$ cat config.mk
export PLATFORM = sky130hd
export DESIGN_NAME = petf_trigger_flags
export DESIGN_NICKNAME = d
export VERILOG_FILES = /design/src/inc/petf_pkg.sv /design/src/core/petf_trigger_flags.sv /design/src/core/petf_sticky_flag.sv
export SDC_FILE = /design/constraint.sdc
export NUM_CORES = 1
export LEC_CHECK = 0
export ABC_AREA = 1
export CAP_MARGIN = 20
export CORE_MARGIN = 1
export CORE_UTILIZATION = 50
export DETAILED_ROUTE_END_ITERATION = 8
export DONT_BUFFER_PORTS = 1
export SLEW_MARGIN = 25
export SYNTH_ARGS = -nofsm -noshare
export SYNTH_HDL_FRONTEND = slang
export SYNTH_SLANG_ARGS = --single-unit
$ cat constraint.sdc
create_clock -name core_clk -period 2.6 [get_ports core_clk]
set_input_delay 0.52 -clock core_clk [delete_from_list [all_inputs] [get_ports core_clk]]
set_output_delay 0.52 -clock core_clk [all_outputs]
set_load 0.005 [all_outputs]
$ cat src/inc/petf_pkg.sv
// Shared constants for the PWM event-trigger flag block.
`default_nettype none

package petf_pkg;

    // Register port widths.
    localparam int unsigned PETF_AW = 8;
    localparam int unsigned PETF_DW = 16;

    // Byte offsets of the registers, one aligned word each.
    localparam logic [7:0] PETF_SEL_OFS      = 8'h00;
    localparam logic [7:0] PETF_PRESCALE_OFS = 8'h04;
    localparam logic [7:0] PETF_FLAGS_OFS    = 8'h08;
    localparam logic [7:0] PETF_CLEAR_OFS    = 8'h0C;
    localparam logic [7:0] PETF_FORCE_OFS    = 8'h10;
    localparam logic [7:0] PETF_MASK_OFS     = 8'h14;

    // Bit layout shared by flags, clear, force, select and mask words.
    localparam int unsigned PETF_INT_BIT  = 0;
    localparam int unsigned PETF_CONVERSION_START_A_BIT = 2;
    localparam int unsigned PETF_CONVERSION_START_B_BIT = 3;

    // Prescale word layout.
    localparam int unsigned PETF_PRD_LSB     = 0;
    localparam int unsigned PETF_PRD_W       = 2;
    localparam int unsigned PETF_TALLY_LSB   = 2;
    localparam int unsigned PETF_PENDING_BIT = 4;

    // Period and tally encodings.
    localparam logic [1:0] PETF_PRD_OFF   = 2'h0;
    localparam logic [1:0] PETF_TALLY_RST = 2'h0;
    localparam logic [1:0] PETF_TALLY_MAX = 2'h3;
    localparam logic [1:0] PETF_TALLY_ONE = 2'h1;

    // Reset values and the set of implemented flag bits.
    localparam logic [15:0] PETF_SEL_RST   = 16'h0000;
    localparam logic [15:0] PETF_MASK_RST  = 16'h0000;
    localparam logic [15:0] PETF_ZERO_WORD = 16'h0000;
    localparam logic [15:0] PETF_FLAG_BITS = 16'h000D;

    // One register word.
    typedef logic [PETF_DW-1:0] petf_word_t;

endpackage : petf_pkg

`default_nettype wire

$ cat src/core/petf_trigger_flags.sv
// Event-trigger interrupt and conversion-start flag logic of a PWM block.
//
// Added by the designer: the strobed register port and the address map.
`default_nettype none

module petf_trigger_flags
    import petf_pkg::*;
(
    // Clock and reset.
    input  wire logic               core_clk,
    input  wire logic               resetn,
    // Register port.
    input  wire logic [PETF_AW-1:0] reg_addr,
    input  wire logic [PETF_DW-1:0] reg_wdata,
    input  wire logic               reg_wr,
    input  wire logic               reg_rd,
    output var  logic [PETF_DW-1:0] reg_rdata,
    // Selected timer events, one cycle each.
    input  wire logic               irq_event_in,
    input  wire logic               conversion_start_a_event_in,
    input  wire logic               conversion_start_b_event_in,
    // Trigger pulses to the interrupt controller and the converter.
    output var  logic               pwm_irq_output,
    output var  logic               conv_start_a_output,
    output var  logic               conv_start_b_output,
    // Level interrupt from masked sticky flags.
    output var  logic               flag_irq
);

    // Software-owned registers and the event tally.
    petf_word_t sel_q;
    petf_word_t sel_d;
    petf_word_t mask_q;
    petf_word_t mask_d;
    logic [1:0] prd_q;
    logic [1:0] prd_d;
    logic [1:0] tally_q;
    logic [1:0] tally_d;

    // Flag states from the sticky flag cells.
    logic int_flag_q;
    logic conversion_start_a_flag_q;
    logic conversion_start_b_flag_q;

    // Address decode of the register port.
    logic wr_sel;
    logic wr_prescale;
    logic wr_clear;
    logic wr_force;
    logic wr_mask;

    assign wr_sel      = reg_wr && (reg_addr == PETF_SEL_OFS);
    assign wr_prescale = reg_wr && (reg_addr == PETF_PRESCALE_OFS);
    assign wr_clear    = reg_wr && (reg_addr == PETF_CLEAR_OFS);
    assign wr_force    = reg_wr && (reg_addr == PETF_FORCE_OFS);
    assign wr_mask     = reg_wr && (reg_addr == PETF_MASK_OFS);

    // Write-one strobes of the clear and force words; they hold no state.
    logic clr_int;
    logic clr_conversion_start_a;
    logic clr_conversion_start_b;
    logic frc_int_raw;
    logic frc_conversion_start_a;
    logic frc_conversion_start_b;

    assign clr_int     = wr_clear && reg_wdata[PETF_INT_BIT];
    assign clr_conversion_start_a    = wr_clear && reg_wdata[PETF_CONVERSION_START_A_BIT];
    assign clr_conversion_start_b    = wr_clear && reg_wdata[PETF_CONVERSION_START_B_BIT];
    assign frc_int_raw = wr_force && reg_wdata[PETF_INT_BIT];
    assign frc_conversion_start_a    = wr_force && reg_wdata[PETF_CONVERSION_START_A_BIT];
    assign frc_conversion_start_b    = wr_force && reg_wdata[PETF_CONVERSION_START_B_BIT];

    // Enables taken from the select word, same layout as the flags.
    logic irq_en;
    logic conversion_start_a_en;
    logic conversion_start_b_en;

    assign irq_en  = sel_q[PETF_INT_BIT];
    assign conversion_start_a_en = sel_q[PETF_CONVERSION_START_A_BIT];
    assign conversion_start_b_en = sel_q[PETF_CONVERSION_START_B_BIT];

    // Next values of the plain software registers.
    logic [1:0] prd_wdata;

    assign prd_wdata = reg_wdata[PETF_PRD_LSB +: PETF_PRD_W];
    assign sel_d     = wr_sel ? reg_wdata : sel_q;
    assign mask_d    = wr_mask ? (reg_wdata & PETF_FLAG_BITS) : mask_q;
    assign prd_d     = wr_prescale ? prd_wdata : prd_q;

    // Interrupt counting.
    // The counter runs while a period is set, and also in the cycle a new
    // period is written, so an event coinciding with that write is kept.
    logic prd_active;
    logic count_on;
    logic blocked;
    logic at_limit;
    logic tally_inc;
    logic [1:0] tally_sum;

    assign prd_active = (prd_q != PETF_PRD_OFF);
    assign count_on   = prd_active || wr_prescale;
    assign blocked    = !irq_en || int_flag_q;
    assign at_limit   = (tally_q == prd_q);

    // A blocked counter parks at the period value; it also never wraps,
    // because a wrap would silently lose a held-off interrupt.
    assign tally_inc  = irq_event_in && count_on
                        && !(blocked && at_limit)
                        && (tally_q != PETF_TALLY_MAX);
    assign tally_sum  = tally_inc ? (tally_q + PETF_TALLY_ONE) : tally_q;

    // Interrupt firing.
    // Comparing with the present period means a period written equal to
    // the tally fires on the next cycle. A period below the tally is left
    // to software to avoid; here it simply fires on the next cycle as well.
    logic irq_reach;
    logic irq_fire;
    logic frc_int;
    logic irq_pulse_d;
    logic int_set;

    assign irq_reach = prd_active && (tally_sum >= prd_q);
    assign irq_fire  = irq_reach && irq_en && !int_flag_q;

    // A forced interrupt is ignored with period zero.
    assign frc_int   = frc_int_raw && prd_active;

    // The force pulses only when enabled and the flag is clear, but the
    // flag is set by it regardless.
    assign irq_pulse_d = irq_fire
                         || (frc_int && irq_en && !int_flag_q);
    assign int_set     = irq_pulse_d || frc_int;

    // Pending interrupt: held in the parked tally while the flag stands,
    // released by irq_fire once the flag is cleared.
    logic irq_pending;

    assign irq_pending = int_flag_q && irq_en && prd_active
                         && at_limit;

    // Tally clears on every interrupt pulse, otherwise it takes the sum.
    assign tally_d = irq_pulse_d ? PETF_TALLY_RST : tally_sum;

    // Conversion-start pulses ignore their flags, unlike the interrupt.
    logic conversion_start_a_pulse_d;
    logic conversion_start_b_pulse_d;
    logic conversion_start_a_set;
    logic conversion_start_b_set;

    assign conversion_start_a_pulse_d = conversion_start_a_en && (conversion_start_a_event_in || frc_conversion_start_a);
    assign conversion_start_b_pulse_d = conversion_start_b_en && (conversion_start_b_event_in || frc_conversion_start_b);
    assign conversion_start_a_set     = conversion_start_a_pulse_d || frc_conversion_start_a;
    assign conversion_start_b_set     = conversion_start_b_pulse_d || frc_conversion_start_b;

    // Sticky status flags; a set in the clearing cycle survives.
    petf_sticky_flag #(
        .RST_VAL (1'b0)
    ) u_int_flag (
        .core_clk (core_clk),
        .resetn   (resetn),
        .set_req  (int_set),
        .clr_req  (clr_int),
        .flag_q   (int_flag_q)
    );

    petf_sticky_flag #(
        .RST_VAL (1'b0)
    ) u_conversion_start_a_flag (
        .core_clk (core_clk),
        .resetn   (resetn),
        .set_req  (conversion_start_a_set),
        .clr_req  (clr_conversion_start_a),
        .flag_q   (conversion_start_a_flag_q)
    );

    petf_sticky_flag #(
        .RST_VAL (1'b0)
    ) u_conversion_start_b_flag (
        .core_clk (core_clk),
        .resetn   (resetn),
        .set_req  (conversion_start_b_set),
        .clr_req  (clr_conversion_start_b),
        .flag_q   (conversion_start_b_flag_q)
    );

    // Flag word as software sees it; reserved bits read as zero.
    petf_word_t flags_word;
    petf_word_t masked_flags;
    logic       flag_irq_d;

    always_comb
    begin
        flags_word                = PETF_ZERO_WORD;
        flags_word[PETF_INT_BIT]  = int_flag_q;
        flags_word[PETF_CONVERSION_START_A_BIT] = conversion_start_a_flag_q;
        flags_word[PETF_CONVERSION_START_B_BIT] = conversion_start_b_flag_q;
    end

    assign masked_flags = flags_word & mask_q;
    assign flag_irq_d   = |masked_flags;

    // Prescale word: period, live tally and the pending indication.
    petf_word_t prescale_word;

    always_comb
    begin
        prescale_word = PETF_ZERO_WORD;
        prescale_word[PETF_PRD_LSB +: PETF_PRD_W]   = prd_q;
        prescale_word[PETF_TALLY_LSB +: PETF_PRD_W] = tally_q;
        prescale_word[PETF_PENDING_BIT]             = irq_pending;
    end

    // Read selection. Clear and force words, and unmapped addresses,
    // read as zero.
    logic       rd_is_sel;
    logic       rd_is_prescale;
    logic       rd_is_flags;
    logic       rd_is_mask;
    petf_word_t rd_word;
    petf_word_t rdata_d;

    assign rd_is_sel      = (reg_addr == PETF_SEL_OFS);
    assign rd_is_prescale = (reg_addr == PETF_PRESCALE_OFS);
    assign rd_is_flags    = (reg_addr == PETF_FLAGS_OFS);
    assign rd_is_mask     = (reg_addr == PETF_MASK_OFS);

    assign rd_word = rd_is_sel      ? sel_q :
                     rd_is_prescale ? prescale_word :
                     rd_is_flags    ? flags_word :
                     rd_is_mask     ? mask_q :
                                      PETF_ZERO_WORD;

    // Read data stand only in the cycle after the strobe.
    assign rdata_d = reg_rd ? rd_word : PETF_ZERO_WORD;

    // Software registers and the event tally.
    always_ff @(posedge core_clk or negedge resetn)
    begin
        if (!resetn)
        begin
            sel_q   <= PETF_SEL_RST;
            mask_q  <= PETF_MASK_RST;
            prd_q   <= PETF_PRD_OFF;
            tally_q <= PETF_TALLY_RST;
        end
        else
        begin
            sel_q   <= sel_d;
            mask_q  <= mask_d;
            prd_q   <= prd_d;
            tally_q <= tally_d;
        end
    end

    // Output pulses come straight from flops; the interrupt is one clock wide, a conversion pulse lasts as long as its event or force.
    always_ff @(posedge core_clk or negedge resetn)
    begin
        if (!resetn)
        begin
            pwm_irq_output      <= 1'b0;
            conv_start_a_output <= 1'b0;
            conv_start_b_output <= 1'b0;
        end
        else
        begin
            pwm_irq_output      <= irq_pulse_d;
            conv_start_a_output <= conversion_start_a_pulse_d;
            conv_start_b_output <= conversion_start_b_pulse_d;
        end
    end

    // Level interrupt and read data registers.
    // The level trails the flags by one cycle; a clear therefore drops
    // it two cycles after the write, which software must tolerate.
    always_ff @(posedge core_clk or negedge resetn)
    begin
        if (!resetn)
        begin
            flag_irq  <= 1'b0;
            reg_rdata <= PETF_ZERO_WORD;
        end
        else
        begin
            flag_irq  <= flag_irq_d;
            reg_rdata <= rdata_d;
        end
    end

endmodule : petf_trigger_flags

`default_nettype wire

$ cat src/core/petf_sticky_flag.sv
// Sticky status flag with priority of set over clear.
`default_nettype none

module petf_sticky_flag
    import petf_pkg::*;
#(
    parameter logic RST_VAL = 1'b0
)
(
    // Clock and reset.
    input  wire logic core_clk,
    input  wire logic resetn,
    // Set and clear requests.
    input  wire logic set_req,
    input  wire logic clr_req,
    // Flag state.
    output var  logic flag_q
);

    logic flag_d;

    // A set arriving with a clear is kept, so no event is lost.
    assign flag_d = set_req | (flag_q & ~clr_req);

    // Flag register.
    always_ff @(posedge core_clk or negedge resetn)
    begin
        if (!resetn)
        begin
            flag_q <= RST_VAL;
        end
        else
        begin
            flag_q <= flag_d;
        end
    end

endmodule : petf_sticky_flag

`default_nettype wire

; ---- Yosys cells after proc, flatten, opt, wreduce, memory -nomap -nowiden
; Cells that the tools add are included.
; Widths: inputs -> output; s select.
[classes]
add_sub_neg = 1
magnitude_cmp = 1
eq_ne = 7
muxes = 7
bitwise = 10
reduce_logical = 40
[op_table]
columns = cell, n
row1 = $mux 16, 2
row2 = $logic_and 1x1->1, 26
row3 = $eq 8x4->1 const B, 2
row4 = $eq 8x5->1 const B, 2
row5 = $reduce_or 16->1, 1
row6 = $eq 8x3->1 const B, 1
row7 = $logic_not 8->1, 1
row8 = $logic_or 1x1->1, 8
row9 = $mux 4, 2
row10 = $mux 5, 1
row11 = $and 4x4->4, 1
row12 = $mux 2, 2
row13 = $and 1x1->1, 3
row14 = $logic_not 1->1, 3
row15 = $not 1->1, 3
row16 = $or 1x1->1, 3
row17 = $add 2x1->2 const B, 1
row18 = $eq 2x2->1, 1
row19 = $ge 2x2->1, 1
row20 = $ne 2x2->1 const B, 1
row21 = $reduce_bool 2->1, 1
[word_totals]
reg_bits = 46
inputBits = 31
output_inout_bits = 20
word_cells = 78

; ---- Depth between registers and ports, before layout
[logic_depth]
ltp_word = 14
mapped_depth = 16
mapped_depth_nobuf = 16

; ---- Modules after synthesis
; A second synthesis with hierarchy kept.
[unflattened]
cells_unflattened = 243
hier_area_um2 = 2198.4
[by_module_without_submodules]
columns = mod, instances, cells_each, area_each_um2, seq_area_each_um2
row1 = petf_trigger_flags, 1, 228, 2078.2, 1076.0
row2 = petf_sticky_flag, 3, 5, 40.0, 25.0

; ---- Least setup slack after synthesis
; No wires, ideal clock.
[synth_timing]
kind = input to register
from = input reg_addr[3]
to = register u_int_flag.flag_q
setup_time_ns = 0.126
t_arrival_ns = 1.964
required_ns = 2.474
slack_ns = 0.510
cell_stages = 15
path_buffers = 0
path_cell_list = inv_1 -> nand2_1 -> nor2_4 -> nand3_2 -> nand2_2 -> nand2_1 -> nand2_1 -> nand2_2 -> ha_1 -> inv_1 -> nand2_1 -> a21oi_1 -> nand2_1 -> nand3_1 -> nand3_1
[synth_between]
elab_chain_cells = 14
word_cells_on_any_way = 25
classes_between = order compare (1) / eq/ne (3) / mux (1) / bitwise (3) / reduce/logical (17)
[synth_lines]
columns = element, line_no
row1 = from (decl), petf_trigger_flags.sv:13  ; input wire logic [PETF_AW-1:0] reg_addr,
row2 = $eq 8x3->1, petf_trigger_flags.sv:53  ; assign wr_prescale = reg_wr && (reg_addr == PETF_PRESCALE_OFS);
row3 = $logic_and 1x1->1, petf_trigger_flags.sv:53
row4 = $logic_or 1x1->1, petf_trigger_flags.sv:101  ; assign count_on = prd_active || wr_prescale;
row5 = $logic_and 1x1->1, petf_trigger_flags.sv:107  ; assign tally_inc = irq_event_in && count_on
row6 = $logic_and 1x1->1, petf_trigger_flags.sv:108  ; && !(blocked && at_limit)
row7 = $logic_and 1x1->1, petf_trigger_flags.sv:109  ; && (tally_q != PETF_TALLY_MAX);
row8 = $mux 2, petf_trigger_flags.sv:110  ; assign tally_sum = tally_inc ? (tally_q + PETF_TALLY_ONE) : tally_q;
row9 = $ge 2x2->1, petf_trigger_flags.sv:122  ; assign irq_reach = prd_active && (tally_sum >= prd_q);
row10 = $logic_and 1x1->1, petf_trigger_flags.sv:122
row11 = $logic_and 1x1->1 (2 in series), petf_trigger_flags.sv:123  ; assign irq_fire = irq_reach && irq_en && !int_flag_q;
row12 = $logic_or 1x1->1, petf_trigger_flags.sv:131  ; || (frc_int && irq_en && !int_flag_q);
row13 = $logic_or 1x1->1, petf_trigger_flags.sv:132  ; assign int_set = irq_pulse_d || frc_int;
row14 = $or 1x1->1 *, petf_sticky_flag.sv:23  ; assign flag_d = set_req | (flag_q & ~clr_req);
row15 = named net u_int_flag.flag_d, petf_sticky_flag.sv:20  ; logic flag_d;
row16 = to (signal assigned), petf_sticky_flag.sv:34  ; flag_q <= flag_d;
row17 = to (decl), petf_sticky_flag.sv:17  ; output var logic flag_q
; Mark *: on every way through the listed nets, which the timed path passes. The rest lies on a longest branch.
; A chain may end at the register's enable or synchronous reset.

; ---- Worst setup path in the final report
[layout_timing]
from = register prd_q[1]
to = register u_int_flag.flag_q
[layout_between]
elab_chain_cells = 13
word_cells_on_any_way = 19
classes_between = order compare (1) / eq/ne (1) / mux (1) / bitwise (1) / reduce/logical (15)
[layout_lines]
columns = element, line_no
row1 = from (decl), petf_trigger_flags.sv:35  ; logic [1:0] prd_q;
row2 = from (signal assigned), petf_trigger_flags.sv:250  ; prd_q <= prd_d;
row3 = $eq 2x2->1 / $reduce_bool 2->1 (equally long branches), "petf_trigger_flags.sv:103, petf_trigger_flags.sv:100"
row4 = $logic_and 1x1->1 / $logic_or 1x1->1 (equally long branches), "petf_trigger_flags.sv:108, petf_trigger_flags.sv:101"
row5 = $logic_not 1->1 / $logic_and 1x1->1 (equally long branches), "petf_trigger_flags.sv:108, petf_trigger_flags.sv:107"
row6 = $logic_and 1x1->1, petf_trigger_flags.sv:108
row7 = $logic_and 1x1->1, petf_trigger_flags.sv:109
row8 = $mux 2, petf_trigger_flags.sv:110
row9 = $ge 2x2->1, petf_trigger_flags.sv:122
row10 = $logic_and 1x1->1, petf_trigger_flags.sv:122
row11 = $logic_and 1x1->1 (2 in series), petf_trigger_flags.sv:123
row12 = $logic_or 1x1->1, petf_trigger_flags.sv:131
row13 = $logic_or 1x1->1 *, petf_trigger_flags.sv:132
row14 = $or 1x1->1 *, petf_sticky_flag.sv:23
row15 = named net u_int_flag.flag_d, petf_sticky_flag.sv:20
; Marks and branches as above.

==> results.yml <==
yosys:
  synth.avg_cell_area_um2: 8.899
  ys_warn_count: 0
  netlist.area_leader.share_pct: 53.68
  ys_seq_elements: 46
  synth.area.top_cells: "dfrtp_1 (54%), nand2_1 (7.2%), inv_1 (6.5%)"
  synthesis.area_mm2: 0.002145
  synth.distinct_cells: 26
  syn-instance-count: 241
  ys_seq_area_share_pct: 53.68
  yosys.area.top_type: "dfrtp_1"
  synth_fp_nets: 275
clocking:
  cts_buffers: 5
  cts_tree: "built"
  cts_buffer_depth: 2
  clk_latency_ps: 300
  cts.sinks: 46
  htreeDepth: 2
  clockRootBuffer: "clkbuf_8"
  clk_pin_slew_ps: 90
finish:
  syn_to_final_growth_pct: 7.643
  fin_nets: 279
  postLayoutCoreUtil_pct: 56.89
  antenna_cells: 0
  final_common_cell: "dfrtp_1"
  layout-drive-gt1-share_pct: 16.26
  final_cell_mix: "dfrtp_1 (46), nand2_1 (41), inv_1 (37), nor2_1 (37)"
  fill_cells: 359
sta:
  slew_headroom_pct: 53.32
  tightest_slew_ps: 697.7
  final_hold_viol_count: 0
  final.period_utilization_pct: 80.41
  clock_skew_ps: 8.513
  fin_ws_ps: 509.4
  min_period_ps: 2091
  finalMaxSlewViolations: 0
  holdWs_ps: 54.10
  setup_viol: 0
  max_freq_ghz: 0.4783
  fin_tns_setup_ps: 0
  rsz0062_at_grt: "false"
run_status:
  outcome: "finished clean"
routing:
  vias: 1559
  vias_per_cell: 5.267
  postRouteAntennaNets: 0
  dr.first_iter.drc_count: 64
  route.detailed.drc: 0
  drt_first_pass_iters: 4
  avgRoutedWirePerCell_um: 14.01
  wl_um: 4147
grt:
  grt_pass1_vias: 1511
  grt_pass1_wl_um: 6872
  grt-ovfl-total: 0
  grt_use_total_pct: 20.96
  grt_max_degree: 47
  antenna_found_initial: 0
pwr:
  power_density_mw_per_mm2: 712.5
  leakage_uw: 0.001199
  ir_drop_mv: 0.3948
  total_power_uw: 1645
placement:
  dp_hpwl_um: 3159
  portBuffers: 0
  place_congestion: 0.7927
  place_ws_ps: 332.4
die:
  io-pin-count: 51
  die-area_mm2: 0.004555
  die_w_um: 67.49
  num_rows: 23
  die_h_um: 67.49
  start_util_pct: 52.85
  core_area_mm2: 0.004058
worst_setup_path:
  startpoint_type: "flip-flop"
  critPathArrivalTime_ps: 2280
  path_class: "flip-flop to flip-flop"
  required_ps: 2790
  worstPathMaxFanout: 4
  cp-end-kind: "flip-flop"
hold_path:
  min-delay-path-class: "input port to async pin"
job:
  cap_viol_max_count: 0
critical path, stage by stage (launching register included):
cell and delay, ps:
dfrtp_1 440, inv_1 130, nand2_1 70, nand2_1 70, nand3_1 70, nand2_1 60, inv_1 60, nand2_1 90
nand2_1 50, nand2_1 90, inv_1 50, ha_1 270, a21oi_1 300, nand2_1 90, nand3_1 70, nand3_1 60
worst paths after layout:
kind                                      startpoint                     endpoint  slack (ps)  cells past startpoint
worst max-delay path            prd_q[1]$_DFFE_PN0P_  u_int_flag.flag_q$_DFF_PN0_         510                     15
worst min-delay path                          resetn         sel_q[2]$_DFFE_PN0P_          50                      1
worst max register to register  prd_q[1]$_DFFE_PN0P_  u_int_flag.flag_q$_DFF_PN0_         510                     15
worst min register to register  sel_q[4]$_DFFE_PN0P_         sel_q[4]$_DFFE_PN0P_         480                      2
max in group asynchronous                     resetn        sel_q[13]$_DFFE_PN0P_        2340                      1
min in group core_clk                   reg_wdata[0]        mask_q[0]$_DFFE_PN0P_         340                      2
power by group:
part | internal (uW) | leakage (uW) | switching (uW)
clock | 288 | 0.0000585 | 242
combinational | 103 | 0.000588 | 188
sequential | 777 | 0.000553 | 47.2
total | 1170 | 0.00120 | 477
routing by layer:
metal	vias to the layer above	wire length [um]	track usage (%)
li1	761	-	-
met1	739	1805	26.05
met2	49	2019	32.55
met3	10	220	6.588
met4	0	102	10.64
met5	-	0	0
what timing repair did:
action / 4_1_cts / 5_1_grt
setup buffers: 0 / 0
hold buffers: 1 / 0
gates resized for setup: 0 / 0
endpoints found under the hold margin: 46 / 0
setup endpoints to repair: 0 / 0
registers in the layout, summed over array words and instances, names as in the netlist, 2 cells and up:
signal	flops
sel_q	16
tally_q	2
prd_q	2
mask_q	3
reg_rdata	16
kinds of logic (layout without fill, tap and decap cells):
kind of cell | Yosys count | count (layout) | share of synthesized area [%]
and+or+nand+nor | 110 | 110 | 23.34
DFF | 46 | 46 | 53.68
buffers and inverters | 42 | 47 | 8.459
AOI/OAI and AO/OA | 40 | 40 | 12.78
adders and majority gates | 3 | 3 | 1.750
per-stage QoR:
stage	cell area, um2	cells
3_5_place_dp	2168	287
5_1_grt	2308	296
4_1_cts	2308	296
2_1_floorplan	2145	241
6_report	2308	296
3_3_place_gp	2168	287
final cells by class:
class                           instances  area (um2)  area share [%]
Inverter                               38       142.6           6.179
Timing Repair Buffer                    1       27.53           1.192
Multi-Input combinational cell        153       812.0           35.18
Clock inverter                          3       43.79           1.897
Clock buffer                            5       68.82           2.981
Sequential cell                        46        1151           49.86
Tap cell                               50       62.56           2.710
cell usage after synthesis:
master,count
a21oi_4,1
dfrtp_1,46
nand2_2,3
nand4_2,1
o21ai_0,15
o21a_1,2
o31ai_1,1
nand3_1,15
o211ai_1,1
o21ai_2,3
ha_1,3
nor2_2,6
o21ai_1,2
nor3_1,1
nor2_4,2
a21oi_2,11
nor2_1,37
inv_1,37
inv_2,1
nand3_2,2
buf_6,3
nand2_1,41
nand4_1,1
nor3_2,1
a21oi_1,4
buf_2,1
Power figures use the tool's default switching activity.
